## src/hw/ppc_pkg.sv

```systemverilog
// Purpose : Shared constants for the PTP port capture configuration block
// Assumes : APB slave with 32-bit data, one aligned word per register
// Notes   : Offsets are byte addresses; capture slots follow the fixed registers
package ppc_pkg;

   // ------------------------------------------------------------------
   // Register byte offsets
   // ------------------------------------------------------------------
   localparam logic [11:0] PPC_OFS_CFG      = 12'h000;  // Capture port configuration
   localparam logic [11:0] PPC_OFS_AUX_HI   = 12'h004;  // Auxiliary address bits 47:32
   localparam logic [11:0] PPC_OFS_AUX_LO   = 12'h008;  // Auxiliary address bits 31:0
   localparam logic [11:0] PPC_OFS_INT_STS  = 12'h00C;  // Sticky capture flags, W1C
   localparam logic [11:0] PPC_OFS_INT_MASK = 12'h010;  // Interrupt mask
   localparam logic [11:0] PPC_OFS_SLOT0    = 12'h020;  // First capture slot
   localparam logic [11:0] PPC_SLOT_STRIDE  = 12'h010;  // Bytes per capture slot
   localparam logic [3:0]  PPC_SUB_CLK_LO   = 4'h0;     // Slot word: clock low
   localparam logic [3:0]  PPC_SUB_CLK_HI   = 4'h4;     // Slot word: clock high
   localparam logic [3:0]  PPC_SUB_IDS      = 4'h8;     // Slot word: {source id, sequence}

   // ------------------------------------------------------------------
   // Configuration field positions
   // ------------------------------------------------------------------
   localparam int PPC_BIT_LOCK_RX_P1 = 17;  // Port 1 receive capture lock
   localparam int PPC_BIT_LOCK_TX_P1 = 16;  // Port 1 transmit capture lock
   localparam int PPC_BIT_ROLE_P0    = 15;  // time_master_role_p0
   localparam int PPC_BIT_PRI_P0     = 14;  // primary_ptp_addr_en_p0
   localparam int PPC_BIT_ALT_A_P0   = 13;  // alt_ptp_addr_a_en_p0
   localparam int PPC_BIT_ALT_B_P0   = 12;  // alt_ptp_addr_b_en_p0
   localparam int PPC_BIT_ALT_C_P0   = 11;  // alt_ptp_addr_c_en_p0
   localparam int PPC_BIT_AUX_P0     = 10;  // aux_ptp_addr_en_p0
   localparam int PPC_BIT_LOCK_RX_P0 = 9;   // Port 0 receive capture lock
   localparam int PPC_BIT_LOCK_TX_P0 = 8;   // Port 0 transmit capture lock
   localparam logic [31:0] PPC_CFG_WMASK = 32'h0003FF00;  // Writable bits 17:8

   // ------------------------------------------------------------------
   // Reset values
   // ------------------------------------------------------------------
   localparam logic [31:0] PPC_CFG_RESET  = 32'h00034300;  // Locks and primary set
   localparam logic [15:0] PPC_AUX_HI_RST = 16'h0000;
   localparam logic [31:0] PPC_AUX_LO_RST = 32'h00000000;
   localparam logic [3:0]  PPC_STS_RESET  = 4'h0;
   localparam logic [3:0]  PPC_MASK_RESET = 4'h0;

   // ------------------------------------------------------------------
   // Fixed PTP destination addresses (primary, then alternates a..c)
   // ------------------------------------------------------------------
   localparam logic [47:0] PPC_ADDR_PRI   = 48'h01005E000181;
   localparam logic [47:0] PPC_ADDR_ALT_A = 48'h01005E000182;
   localparam logic [47:0] PPC_ADDR_ALT_B = 48'h01005E000183;
   localparam logic [47:0] PPC_ADDR_ALT_C = 48'h01005E000184;

   // ------------------------------------------------------------------
   // Slot numbering, also the status and mask bit positions
   // ------------------------------------------------------------------
   localparam int PPC_NUM_SLOTS = 4;
   localparam int PPC_SLOT_P0_RX = 0;  // Port 0, data from the fabric
   localparam int PPC_SLOT_P0_TX = 1;  // Port 0, data to the fabric
   localparam int PPC_SLOT_P1_RX = 2;
   localparam int PPC_SLOT_P1_TX = 3;

   // PTP message types seen on the port 0 paths
   typedef enum logic [3:0] {
      PPC_MSG_SYNC      = 4'h0,
      PPC_MSG_DELAY_REQ = 4'h1
   } ppc_msg_type;

   // APB handshake states
   typedef enum logic [0:0] {
      PPC_BUS_IDLE = 1'b0,
      PPC_BUS_DONE = 1'b1
   } ppc_bus_type;

endpackage : ppc_pkg

```

## src/hw/ppc_addr_match.sv

```systemverilog
// Purpose : Decide whether a destination address is an enabled PTP address
// Assumes : Enables and auxiliary address come from registers on the same clock
// Notes   : Purely combinational; the caller registers any decision it keeps
module ppc_addr_match
   import ppc_pkg::*;
(
   input  wire logic [47:0] dst_addr,     // Frame destination address
   input  wire logic [3:0]  fixed_en,     // Enables: primary, alt a, alt b, alt c
   input  wire logic        aux_en,       // Auxiliary address enable
   input  wire logic [47:0] aux_addr,     // Software programmed address
   output logic             is_ptp_addr   // Address counts as PTP
);

   // ------------------------------------------------------------------
   // Per-address compare
   // ------------------------------------------------------------------
   localparam logic [47:0] FIXED_ADDR [4] = '{PPC_ADDR_PRI, PPC_ADDR_ALT_A,
                                              PPC_ADDR_ALT_B, PPC_ADDR_ALT_C};
   logic [3:0] hit_vec;  // One hit per fixed address

   // Each fixed address counts only while its own enable is set
   for (genvar i = 0; i < 4; i++) begin : g_fixed
      assign hit_vec[i] = fixed_en[i] && (dst_addr == FIXED_ADDR[i]);
   end

   // Auxiliary compare and combine
   always_comb begin
      is_ptp_addr = (|hit_vec) || (aux_en && (dst_addr == aux_addr));
   end

endmodule : ppc_addr_match

```

## src/hw/ppc_capture_cfg.sv

```systemverilog
// Purpose : PTP capture configuration, port 0 classifier and capture slots
// Assumes : Packet path strobes and time are on clk_sys; APB slave for software
// Notes   : Port 1 events arrive already classified by the port 1 path
//
// The APB register port and the placing of the registers were left to the implementer.
module ppc_capture_cfg
   import ppc_pkg::*;
(
   input  wire logic        clk_sys,          // System clock, 10 MHz
   input  wire logic        rst,              // Asynchronous reset, active high
   // APB slave
   input  wire logic        psel,
   input  wire logic        penable,
   input  wire logic        pwrite,
   input  wire logic [11:0] paddr,
   input  wire logic [31:0] pwdata,
   output logic [31:0] prdata,
   output logic        pready,
   output logic        pslverr,
   // Time base
   input  wire logic [63:0] ts_clock,
   // Port 0, frames leaving the fabric toward the host MAC
   input  wire logic        p0_from_fab_valid,
   input  wire logic [3:0]  p0_from_fab_msg,
   input  wire logic [47:0] p0_from_fab_dst,
   input  wire logic [15:0] p0_from_fab_seq,
   input  wire logic [15:0] p0_from_fab_src,
   // Port 0, frames entering the fabric from the host MAC
   input  wire logic        p0_to_fab_valid,
   input  wire logic [3:0]  p0_to_fab_msg,
   input  wire logic [47:0] p0_to_fab_dst,
   input  wire logic [15:0] p0_to_fab_seq,
   input  wire logic [15:0] p0_to_fab_src,
   // Port 1, already qualified capture events
   input  wire logic        p1_rx_event,
   input  wire logic [15:0] p1_rx_seq,
   input  wire logic [15:0] p1_rx_src,
   input  wire logic        p1_tx_event,
   input  wire logic [15:0] p1_tx_seq,
   input  wire logic [15:0] p1_tx_src,
   // Interrupt
   output logic        irq
);

   // ------------------------------------------------------------------
   // Software registers
   // ------------------------------------------------------------------
   logic [31:0] cfg_reg;       // Capture port configuration
   logic [31:0] cfg_next;
   logic [15:0] aux_hi_reg;    // aux_ptp_addr_high
   logic [15:0] aux_hi_next;
   logic [31:0] aux_lo_reg;    // aux_ptp_addr_low
   logic [31:0] aux_lo_next;
   logic [3:0]  sts_reg;       // Sticky capture flags
   logic [3:0]  sts_next;
   logic [3:0]  mask_reg;      // Interrupt mask
   logic [3:0]  mask_next;
   logic        irq_reg;       // Registered interrupt level
   logic        irq_next;

   // ------------------------------------------------------------------
   // Bus handshake state
   // ------------------------------------------------------------------
   ppc_bus_type bus_reg;       // Idle or answering
   ppc_bus_type bus_next;
   logic [31:0] rdata_reg;     // Read data held for the answer
   logic [31:0] rdata_next;
   logic        err_reg;       // Unmapped address answer
   logic        err_next;

   // ------------------------------------------------------------------
   // Configuration field views
   // ------------------------------------------------------------------
   logic        role_master_p0;   // time_master_role_p0
   logic [3:0]  fixed_en_p0;      // Primary and alternates for port 0
   logic        aux_en_p0;        // aux_ptp_addr_en_p0
   logic [3:0]  lock_vec;         // Lock per slot
   logic [47:0] aux_addr;         // Full auxiliary address

   assign role_master_p0 = cfg_reg[PPC_BIT_ROLE_P0];
   assign fixed_en_p0    = {cfg_reg[PPC_BIT_ALT_C_P0], cfg_reg[PPC_BIT_ALT_B_P0],
                            cfg_reg[PPC_BIT_ALT_A_P0], cfg_reg[PPC_BIT_PRI_P0]};
   assign aux_en_p0      = cfg_reg[PPC_BIT_AUX_P0];
   assign lock_vec       = {cfg_reg[PPC_BIT_LOCK_TX_P1], cfg_reg[PPC_BIT_LOCK_RX_P1],
                            cfg_reg[PPC_BIT_LOCK_TX_P0], cfg_reg[PPC_BIT_LOCK_RX_P0]};
   assign aux_addr       = {aux_hi_reg, aux_lo_reg};

   // ------------------------------------------------------------------
   // Port 0 address match, one per direction
   // ------------------------------------------------------------------
   logic from_fab_ptp;   // Destination is PTP, fabric to host
   logic to_fab_ptp;     // Destination is PTP, host to fabric

   ppc_addr_match u_match_from_fab (
      .dst_addr    (p0_from_fab_dst),
      .fixed_en    (fixed_en_p0),
      .aux_en      (aux_en_p0),
      .aux_addr    (aux_addr),
      .is_ptp_addr (from_fab_ptp)
   );

   ppc_addr_match u_match_to_fab (
      .dst_addr    (p0_to_fab_dst),
      .fixed_en    (fixed_en_p0),
      .aux_en      (aux_en_p0),
      .aux_addr    (aux_addr),
      .is_ptp_addr (to_fab_ptp)
   );

   // ------------------------------------------------------------------
   // Port 0 role classifier
   // ------------------------------------------------------------------
   logic        cap_p0_rx;            // Qualified port 0 receive capture
   logic        cap_p0_tx;            // Qualified port 0 transmit capture
   ppc_msg_type rx_want;              // Message type captured on receive
   ppc_msg_type tx_want;              // Message type captured on transmit

   // Receive is the path out of the fabric, transmit the path into it
   always_comb begin
      if (role_master_p0) begin
         rx_want = PPC_MSG_DELAY_REQ;
         tx_want = PPC_MSG_SYNC;
      end else begin
         rx_want = PPC_MSG_SYNC;
         tx_want = PPC_MSG_DELAY_REQ;
      end
      cap_p0_rx = p0_from_fab_valid && from_fab_ptp && (p0_from_fab_msg == rx_want);
      cap_p0_tx = p0_to_fab_valid && to_fab_ptp && (p0_to_fab_msg == tx_want);
   end

   // ------------------------------------------------------------------
   // Capture slots
   // ------------------------------------------------------------------
   logic [3:0]  cap_vec;               // Capture request per slot
   logic [15:0] seq_arr [PPC_NUM_SLOTS];
   logic [15:0] src_arr [PPC_NUM_SLOTS];
   logic [63:0] slot_clk [PPC_NUM_SLOTS];
   logic [31:0] slot_ids [PPC_NUM_SLOTS];

   assign cap_vec = {p1_tx_event, p1_rx_event, cap_p0_tx, cap_p0_rx};
   assign seq_arr[PPC_SLOT_P0_RX] = p0_from_fab_seq;
   assign seq_arr[PPC_SLOT_P0_TX] = p0_to_fab_seq;
   assign seq_arr[PPC_SLOT_P1_RX] = p1_rx_seq;
   assign seq_arr[PPC_SLOT_P1_TX] = p1_tx_seq;
   assign src_arr[PPC_SLOT_P0_RX] = p0_from_fab_src;
   assign src_arr[PPC_SLOT_P0_TX] = p0_to_fab_src;
   assign src_arr[PPC_SLOT_P1_RX] = p1_rx_src;
   assign src_arr[PPC_SLOT_P1_TX] = p1_tx_src;

   // One slot per port and direction, each gated by its own lock and flag
   for (genvar s = 0; s < PPC_NUM_SLOTS; s++) begin : g_slot
      ppc_capture_slot u_slot (
         .clk_sys  (clk_sys),
         .rst      (rst),
         .cap_req  (cap_vec[s]),
         .lock_en  (lock_vec[s]),
         .flag_set (sts_reg[s]),
         .ts_clock (ts_clock),
         .seq_id   (seq_arr[s]),
         .src_id   (src_arr[s]),
         .clk_q    (slot_clk[s]),
         .ids_q    (slot_ids[s])
      );
   end

   // ------------------------------------------------------------------
   // Address decode and read mux
   // ------------------------------------------------------------------
   logic [31:0] rd_val;     // Word at the addressed location
   logic        rd_hit;     // Address is mapped
   logic [11:0] slot_ofs;   // Offset into the slot area
   logic [1:0]  slot_sel;   // Addressed slot

   always_comb begin
      rd_val   = 32'h00000000;
      rd_hit   = 1'b1;
      slot_ofs = paddr - PPC_OFS_SLOT0;
      slot_sel = slot_ofs[5:4];
      case (paddr)
         PPC_OFS_CFG:      rd_val = cfg_reg;
         PPC_OFS_AUX_HI:   rd_val = {16'h0000, aux_hi_reg};
         PPC_OFS_AUX_LO:   rd_val = aux_lo_reg;
         PPC_OFS_INT_STS:  rd_val = {28'h0000000, sts_reg};
         PPC_OFS_INT_MASK: rd_val = {28'h0000000, mask_reg};
         default: begin
            // Slot area: four slots of three words each
            if (paddr >= PPC_OFS_SLOT0 && slot_ofs < (PPC_SLOT_STRIDE * 12'h004)
                && paddr[1:0] == 2'b00) begin
               case (slot_ofs[3:0])
                  PPC_SUB_CLK_LO: rd_val = slot_clk[slot_sel][31:0];
                  PPC_SUB_CLK_HI: rd_val = slot_clk[slot_sel][63:32];
                  PPC_SUB_IDS:    rd_val = slot_ids[slot_sel];
                  default:        rd_hit = 1'b0;
               endcase
            end else begin
               rd_hit = 1'b0;
            end
         end
      endcase
   end

   // ------------------------------------------------------------------
   // APB handshake: answer one cycle into the access phase
   // ------------------------------------------------------------------
   logic wr_fire;   // Write takes effect this edge

   always_comb begin
      bus_next   = bus_reg;
      rdata_next = rdata_reg;
      err_next   = err_reg;
      wr_fire    = 1'b0;
      case (bus_reg)
         PPC_BUS_IDLE: begin
            // Access phase seen: latch answer and raise pready
            if (psel && penable) begin
               bus_next   = PPC_BUS_DONE;
               rdata_next = pwrite ? 32'h00000000 : rd_val;
               err_next   = !rd_hit;
            end
         end
         PPC_BUS_DONE: begin
            // Master samples pready now; write commits at this edge
            wr_fire    = psel && penable && pwrite && !err_reg;
            bus_next   = PPC_BUS_IDLE;
            rdata_next = 32'h00000000;
            err_next   = 1'b0;
         end
         default: bus_next = PPC_BUS_IDLE;
      endcase
   end

   always_ff @(posedge clk_sys or posedge rst) begin
      if (rst) begin
         bus_reg   <= PPC_BUS_IDLE;
         rdata_reg <= 32'h00000000;
         err_reg   <= 1'b0;
      end else begin
         bus_reg   <= bus_next;
         rdata_reg <= rdata_next;
         err_reg   <= err_next;
      end
   end

   // ------------------------------------------------------------------
   // Register writes, sticky flags and interrupt
   // ------------------------------------------------------------------
   always_comb begin
      cfg_next    = cfg_reg;
      aux_hi_next = aux_hi_reg;
      aux_lo_next = aux_lo_reg;
      mask_next   = mask_reg;
      sts_next    = sts_reg;
      // Software writes; reserved configuration bits stay zero
      if (wr_fire) begin
         case (paddr)
            PPC_OFS_CFG:      cfg_next    = pwdata & PPC_CFG_WMASK;
            PPC_OFS_AUX_HI:   aux_hi_next = pwdata[15:0];
            PPC_OFS_AUX_LO:   aux_lo_next = pwdata[31:0];
            PPC_OFS_INT_MASK: mask_next   = pwdata[3:0];
            PPC_OFS_INT_STS:  sts_next    = sts_reg & ~pwdata[3:0];
            default:          cfg_next    = cfg_reg;
         endcase
      end
      // A capture event in the clear cycle still sets its flag
      sts_next = sts_next | cap_vec;
      irq_next = |(sts_next & mask_next);
   end

   always_ff @(posedge clk_sys or posedge rst) begin
      if (rst) begin
         cfg_reg    <= PPC_CFG_RESET;
         aux_hi_reg <= PPC_AUX_HI_RST;
         aux_lo_reg <= PPC_AUX_LO_RST;
         sts_reg    <= PPC_STS_RESET;
         mask_reg   <= PPC_MASK_RESET;
         irq_reg    <= 1'b0;
      end else begin
         cfg_reg    <= cfg_next;
         aux_hi_reg <= aux_hi_next;
         aux_lo_reg <= aux_lo_next;
         sts_reg    <= sts_next;
         mask_reg   <= mask_next;
         irq_reg    <= irq_next;
      end
   end

   // ------------------------------------------------------------------
   // Outputs, all from flip-flops
   // ------------------------------------------------------------------
   assign prdata  = rdata_reg;
   assign pready  = (bus_reg == PPC_BUS_DONE);
   assign pslverr = err_reg;
   assign irq     = irq_reg;

endmodule : ppc_capture_cfg

```

## src/hw/ppc_capture_slot.sv

```systemverilog
// Purpose : Hold one captured timestamp with source and sequence identity
// Assumes : Capture request is a one-cycle pulse on the system clock
// Notes   : A locked slot with its flag pending keeps the earlier values
module ppc_capture_slot
   import ppc_pkg::*;
(
   input  wire logic        clk_sys,    // System clock
   input  wire logic        rst,        // Asynchronous reset, active high
   input  wire logic        cap_req,    // Qualifying capture this cycle
   input  wire logic        lock_en,    // Capture lock enable
   input  wire logic        flag_set,   // Slot status flag still pending
   input  wire logic [63:0] ts_clock,   // Current time
   input  wire logic [15:0] seq_id,     // Sequence id of the message
   input  wire logic [15:0] src_id,     // Source identity tag
   output logic [63:0] clk_q,           // Captured time
   output logic [31:0] ids_q            // Captured {source id, sequence id}
);

   // ------------------------------------------------------------------
   // Capture storage
   // ------------------------------------------------------------------
   logic [63:0] clk_reg;   // Stored time
   logic [63:0] clk_next;
   logic [31:0] ids_reg;   // Stored identity
   logic [31:0] ids_next;

   // Overwrite unless locked and a previous capture is unread
   always_comb begin
      clk_next = clk_reg;
      ids_next = ids_reg;
      if (cap_req && !(lock_en && flag_set)) begin
         clk_next = ts_clock;
         ids_next = {src_id, seq_id};
      end
   end

   // Storage registers
   always_ff @(posedge clk_sys or posedge rst) begin
      if (rst) begin
         clk_reg <= 64'h0000000000000000;
         ids_reg <= 32'h00000000;
      end else begin
         clk_reg <= clk_next;
         ids_reg <= ids_next;
      end
   end

   assign clk_q = clk_reg;
   assign ids_q = ids_reg;

endmodule : ppc_capture_slot

```

## config.mk

```make
export PLATFORM = sky130hd
export DESIGN_NAME = ppc_capture_cfg
export DESIGN_NICKNAME = d
export VERILOG_FILES = /design/src/hw/ppc_pkg.sv /design/src/hw/ppc_addr_match.sv /design/src/hw/ppc_capture_cfg.sv /design/src/hw/ppc_capture_slot.sv
export SDC_FILE = /design/constraint.sdc
export NUM_CORES = 1
export LEC_CHECK = 0
export ABC_AREA = 0
export BUFFER_PORTS_ARGS = -buffer_cell sky130_fd_sc_hd__buf_2
export CORE_MARGIN = 1
export CORE_UTILIZATION = 45
export DETAILED_ROUTE_END_ITERATION = 12
export GPL_ROUTABILITY_DRIVEN = 0
export PLACE_DENSITY = 0.69
export SLEW_MARGIN = 0
export SYNTH_ARGS = -nofsm -noshare
export SYNTH_HDL_FRONTEND = slang
export SYNTH_SLANG_ARGS = --single-unit
```

## constraint.sdc

```tcl
create_clock -name clk_sys -period 14.6 [get_ports clk_sys]
set_input_delay 1.46 -clock clk_sys [delete_from_list [all_inputs] [get_ports clk_sys]]
set_output_delay 1.46 -clock clk_sys [all_outputs]
set_load 0.01 [all_outputs]
```

==> results of run 1 <==
## layout make-up
type                       count  area (µm²)  share of cell area
antenna                       17        42.5             0.00155
clock buffer                  74        1490              0.0544
clock inverter                14         199             0.00726
inverter                      54         206             0.00753
multi-input combinational    986       10400               0.378
sequential                   485       12100               0.443
tap                          672         841              0.0307
timing repair buffer         406        2110              0.0771
## synthesized netlist by cell type (5+ instances only)
master and n:
dfrtp_1 480, mux2_2 397, mux4_2 96, nand2_1 72, inv_1 54, clkbuf_1 48, o21ai_0 45, xnor2_1 42
xor2_1 42, mux2_4 40, o22ai_1 38, mux2i_1 32, nor4_1 30, buf_2 25, a22oi_1 18, nand4_1 18
buf_1 15, a21oi_1 13, a222oi_1 11, nor2_1 11, nor3_1 8, a221oi_1 5, and3_1 5, dfstp_2 5
o31ai_1 5
## worst paths after layout
path | cells past startpoint | slack [ps] | end | startpoint
worst min register to register | 2 | 470 | prdata[6] | prdata[6]
worst min-delay path | 2 | 470 | prdata[6] | prdata[6]
worst max register to register | 8 | 10710 | g_slot[0].u_slot.ids_q[14] | aux_lo_reg[17]
min in group asynchronous | 2 | 960 | prdata[8] | rst
max in group asynchronous | 4 | 11340 | g_slot[3].u_slot.clk_q[20] | rst
worst max-delay path | 10 | 10100 | g_slot[1].u_slot.clk_q[32] | p0_to_fab_dst[18]
## worst max-delay path, cell delays in order
cell,delay (ps)
buf_2,120
or4_1,510
nor3_1,630
nand4_1,190
nor4_2,240
a41oi_1,140
a21o_4,430
buf_4,400
buf_4,410
mux2_4,370
## routing by layer
layer / global-route usage / routed length [µm]
met2: 0.434 / 33400
met3: 0.0731 / 4770
met1: 0.343 / 28400
met4: 0.129 / 3340
met5: 0 / 230
## stage by stage
stage / util / hold slack [ps]
after floorplan: - / 474
after global placement: 0.509 / 460
after detailed placement: 0.509 / 464
after CTS: 0.542 / 477
after global routing: 0.543 / 492
final: 0.543 / 471
## cells by family after synthesis
kind of cell    Yosys count  synth area share
compound gates          160            0.0456
xor+xnor                 84            0.0318
fa+ha+maj                 1          0.000541
buf+inv                 150            0.0296
mux                     565             0.326
simple gates            176            0.0412
flops                   485             0.525
## power breakdown
group | switching (mW) | internal (mW)
clock network | 0.538 | 0.776
registers | 0.0272 | 1.40
logic | 0.161 | 0.149
total | 0.726 | 2.32
==> flow_metrics.py, run 1 <==
metrics = {
    "clocking": {
        "cts_hold_buf": 0,
        "clk_latency_ps": 590,
        "clkTransAtPathRegs_ps": 60,
        "cts_tree": "built",
        "cts_resized": 0,
        "cts_root_buf": "clkbuf_16",
        "postCtsSetupBuffers": 0,
        "cts_made_buffers": 50,
        "cts_sinks": 485,
        "cts_max_level": 2,
        "cts_buffer_depth": 3,
    },
    "sta": {
        "relSlewSlack": 0.125,
        "min_period_over_period": 0.308,
        "fin_crit_ps": 4500,
        "setup_slack_ps": 10100,
        "rsz0062_at_grt": "no",
        "setup_violations": 0,
        "fmaxAchievable_ghz": 0.222,
        "slew_viol_final": 0,
        "hold_viol_final": 0,
        "finalSetupTns_ps": 0,
        "worstMarginPinSlew_ps": 1310,
        "fin_skew_ps": 19.6,
    },
    "floorplanning": {
        "ioPinCount": 384,
        "die_y_um": 229,
        "die_w_um": 229,
        "die_area_um2": 52300,
        "row_count": 82,
        "core_um2": 50500,
        "initial_core_util": 0.458,
    },
    "critical_path": {
        "critPathKind": "in2reg",
        "critPathLaunchType": "input port",
        "path_max_fanout": 34,
        "worst_setup_path_end_kind": "flop",
        "crit_required_ps": 15070,
        "cp.arrival_ps": 4980,
    },
    "yosys": {
        "yosysWarningCount": 0,
        "async_reset_ff_frac": 1.00,
        "syn_area_um2": 23100,
        "yosys-top-cells-area": "dfrtp_1 (52%), mux2_2 (19%), mux4_2 (9.3%)",
        "synth.top_cell.area_share": 0.519,
        "syn-num-nets": 1971,
        "synth_edf_count": 0,
        "dominantRegCellSynth": "dfrtp_1",
        "ys_types": 57,
        "syn_inst": 1621,
        "seq_area_frac_synth": 0.525,
        "ys_ff_latch": 485,
        "yosysTopAreaCell": "dfrtp_1",
        "avgSynthCellArea_um2": 14.3,
    },
    "power": {
        "pwr_density_cell_nw_per_um2": 111,
        "ir_worst_vdd_uv": 83.4,
        "power_leakage_nw": 12.9,
        "power_mw": 3.05,
    },
    "job": {
        "maxCapViolCount": 0,
    },
    "place": {
        "port_buffers": 383,
        "placed_cells": 2603,
        "dp_hpwl_mm": 49.7,
        "detailedPlace.worstSlack_ps": 9680,
        "placed_cell_area_um2": 25700,
    },
    "cells_and_area": {
        "stdcell_count": 2708,
        "final_cell_mix": "dfrtp_1 (480), mux2_2 (397), buf_2 (381)",
        "final_nets": 2333,
        "n_fill_cell": 4232,
        "layout_commonest_cell": "dfrtp_1",
        "fin_area_um2": 27400,
        "largest_register_ffs": 256,
        "drive_above_1_share": 0.515,
        "areaGrowthSynthToFinish_pct": 18.5,
    },
    "grt": {
        "grt_overflow_total": 0,
        "track_usage": 0.271,
        "grt_max_degree": 189,
        "grt_pass1_vias": 16550,
        "grt_pass1_wl_mm": 107,
        "antenna_found_initial": 34,
    },
    "run_status": {
        "status": "completed",
    },
    "drt": {
        "routedWlPerCell_um": 25.9,
        "drtAntennaViolNets": 0,
        "vias": 15684,
        "drc": 0,
        "dr.pass1.iters": 7,
        "viasPerCell": 5.79,
        "wl_mm": 70.1,
        "drt-initial-drc-count": 1061,
    },
    "min_path": {
        "min_path_type": "reg2reg",
    },
}
Note: power is estimated with default switching activity, not from simulation.
==> inputs of run 2 (changes only) <==
clock period = 3.9 ns   (was 14.6 ns; I/O delays follow)
==> flow_metrics.py, run 2 (same netlist as run 1, synthesis figures left out) <==
metrics = {
    "clocking": {
        "cts_made_buffers": 51,
        "cts_buffer_depth": 3,
        "cts_max_level": 2,
        "cts_tree": "built",
        "clk_latency_ps": 590,
        "cts_root_buf": "clkbuf_16",
        "cts_sinks": 485,
        "clkTransAtPathRegs_ps": 60,
    },
    "sta": {
        "finalSetupTns_ps": 0,
        "fmaxAchievable_ghz": 0.292,
        "fin_crit_ps": 3420,
        "setup_slack_ps": 476,
        "min_period_over_period": 0.878,
        "fin_skew_ps": 13.6,
        "slew_viol_final": 0,
        "setup_violations": 0,
        "relSlewSlack": 0.258,
        "hold_viol_final": 0,
        "rsz0062_at_grt": "no",
        "worstMarginPinSlew_ps": 1110,
    },
    "critical_path": {
        "critPathKind": "reg2reg",
        "cp.arrival_ps": 3900,
        "critPathLaunchType": "flop",
        "worst_setup_path_end_kind": "flop",
        "path_max_fanout": 48,
        "r2r_cells": 8,
        "crit_required_ps": 4370,
    },
    "floorplanning": {
        "die_y_um": 229,
        "row_count": 82,
        "core_um2": 50500,
        "die_w_um": 229,
        "initial_core_util": 0.458,
        "die_area_um2": 52300,
        "ioPinCount": 384,
    },
    "power": {
        "pwr_density_cell_nw_per_um2": 403,
        "power_leakage_nw": 13.1,
        "ir_worst_vdd_uv": 259,
    },
    "drt": {
        "drt-initial-drc-count": 1194,
        "vias": 15877,
        "viasPerCell": 5.81,
        "dr.pass1.iters": 9,
        "wl_mm": 70.8,
        "routedWlPerCell_um": 25.9,
        "drtAntennaViolNets": 0,
        "drc": 0,
    },
    "grt": {
        "antenna_found_initial": 22,
        "grt_overflow_total": 0,
        "grt_pass1_wl_mm": 108,
        "grt_max_degree": 131,
        "grt_pass1_vias": 16958,
        "track_usage": 0.274,
    },
    "cells_and_area": {
        "areaGrowthSynthToFinish_pct": 19.6,
        "largest_register_ffs": 256,
        "layout_commonest_cell": "dfrtp_1",
        "final_cell_mix": "dfrtp_1 (480), mux2_2 (397), buf_2 (381)",
        "drive_above_1_share": 0.512,
        "final_nets": 2360,
    },
    "place": {
        "dp_hpwl_mm": 51.0,
        "detailedPlace.worstSlack_ps": 726,
        "port_buffers": 383,
    },
    "min_path": {
        "min_path_type": "in2reg",
        "worstHoldPathCells": 2,
    },
    "run_status": {
        "status": "completed",
    },
    "job": {
        "maxCapViolCount": 0,
    },
}
run 2: worst paths after layout:
path | slack [ps] | to | from
max in group asynchronous | 2120 | g_slot[2].u_slot.clk_q[10] | rst
hold / removal | 30 | g_slot[0].u_slot.ids_q[31] | p0_from_fab_src[15]
hold reg to reg | 480 | prdata[7] | prdata[7]
min in group asynchronous | 520 | g_slot[3].u_slot.ids_q[10] | rst
setup / recovery | 480 | g_slot[0].u_slot.clk_q[6] | aux_lo_reg[18]
setup reg to reg | 480 | g_slot[0].u_slot.clk_q[6] | aux_lo_reg[18]
run 2: area by class of cell:
cell class	instances	area, µm²
multi-input cells	986	10400
diodes	14	35.0
clock buffers	83	1540
clock inverters	5	43.8
flip-flops and latches	485	12100
repair buffers	432	2490
well taps	672	841
fillers	4171	22800
inverters	54	206
run 2: report_power, final:
part	total, mW	switching, mW	internal, mW
combinational	1.20	0.619	0.584
clock	4.62	1.95	2.68
sequential	5.34	0.103	5.24
run 2: critical path, cell delays in order (launching register included):
cell     delay (ps)
dfrtp_1         440
xnor2_1         590
nand4_1         190
nor4_1          280
nand3_1         120
o32ai_1         690
nand2_4         330
buf_12          310
mux2_2          310
run 2: metal layers:
layer	GRT usage	routed length [µm]	up-vias
met4	0.121	3110	18
met5	0	125	-
met2	0.455	34600	633
li1	-	-	6822
met3	0.0609	4680	162
met1	0.343	28300	8242
run 2: metrics by stage:
stage	util	cells	hold slack, ps	area, µm²	total power, mW
after floorplan	-	1621	474	23100	6.08
final	0.548	2731	32.7	27700	11.2
after global routing	0.548	2725	19.7	27700	11.6
after CTS	0.547	2717	1.42	27600	11.3
after detailed placement	0.515	2621	466	26000	6.62
after global placement	0.515	2621	462	26000	6.58
run 2: repair_timing:
action / 4_1_cts / 5_1_grt
hold buffers: 8 / 0
endpoints found under the setup margin: 0 / 0
buffers inserted: 0 / 0
resized for setup: 0 / 0
endpoints found under the hold margin: 32 / 0
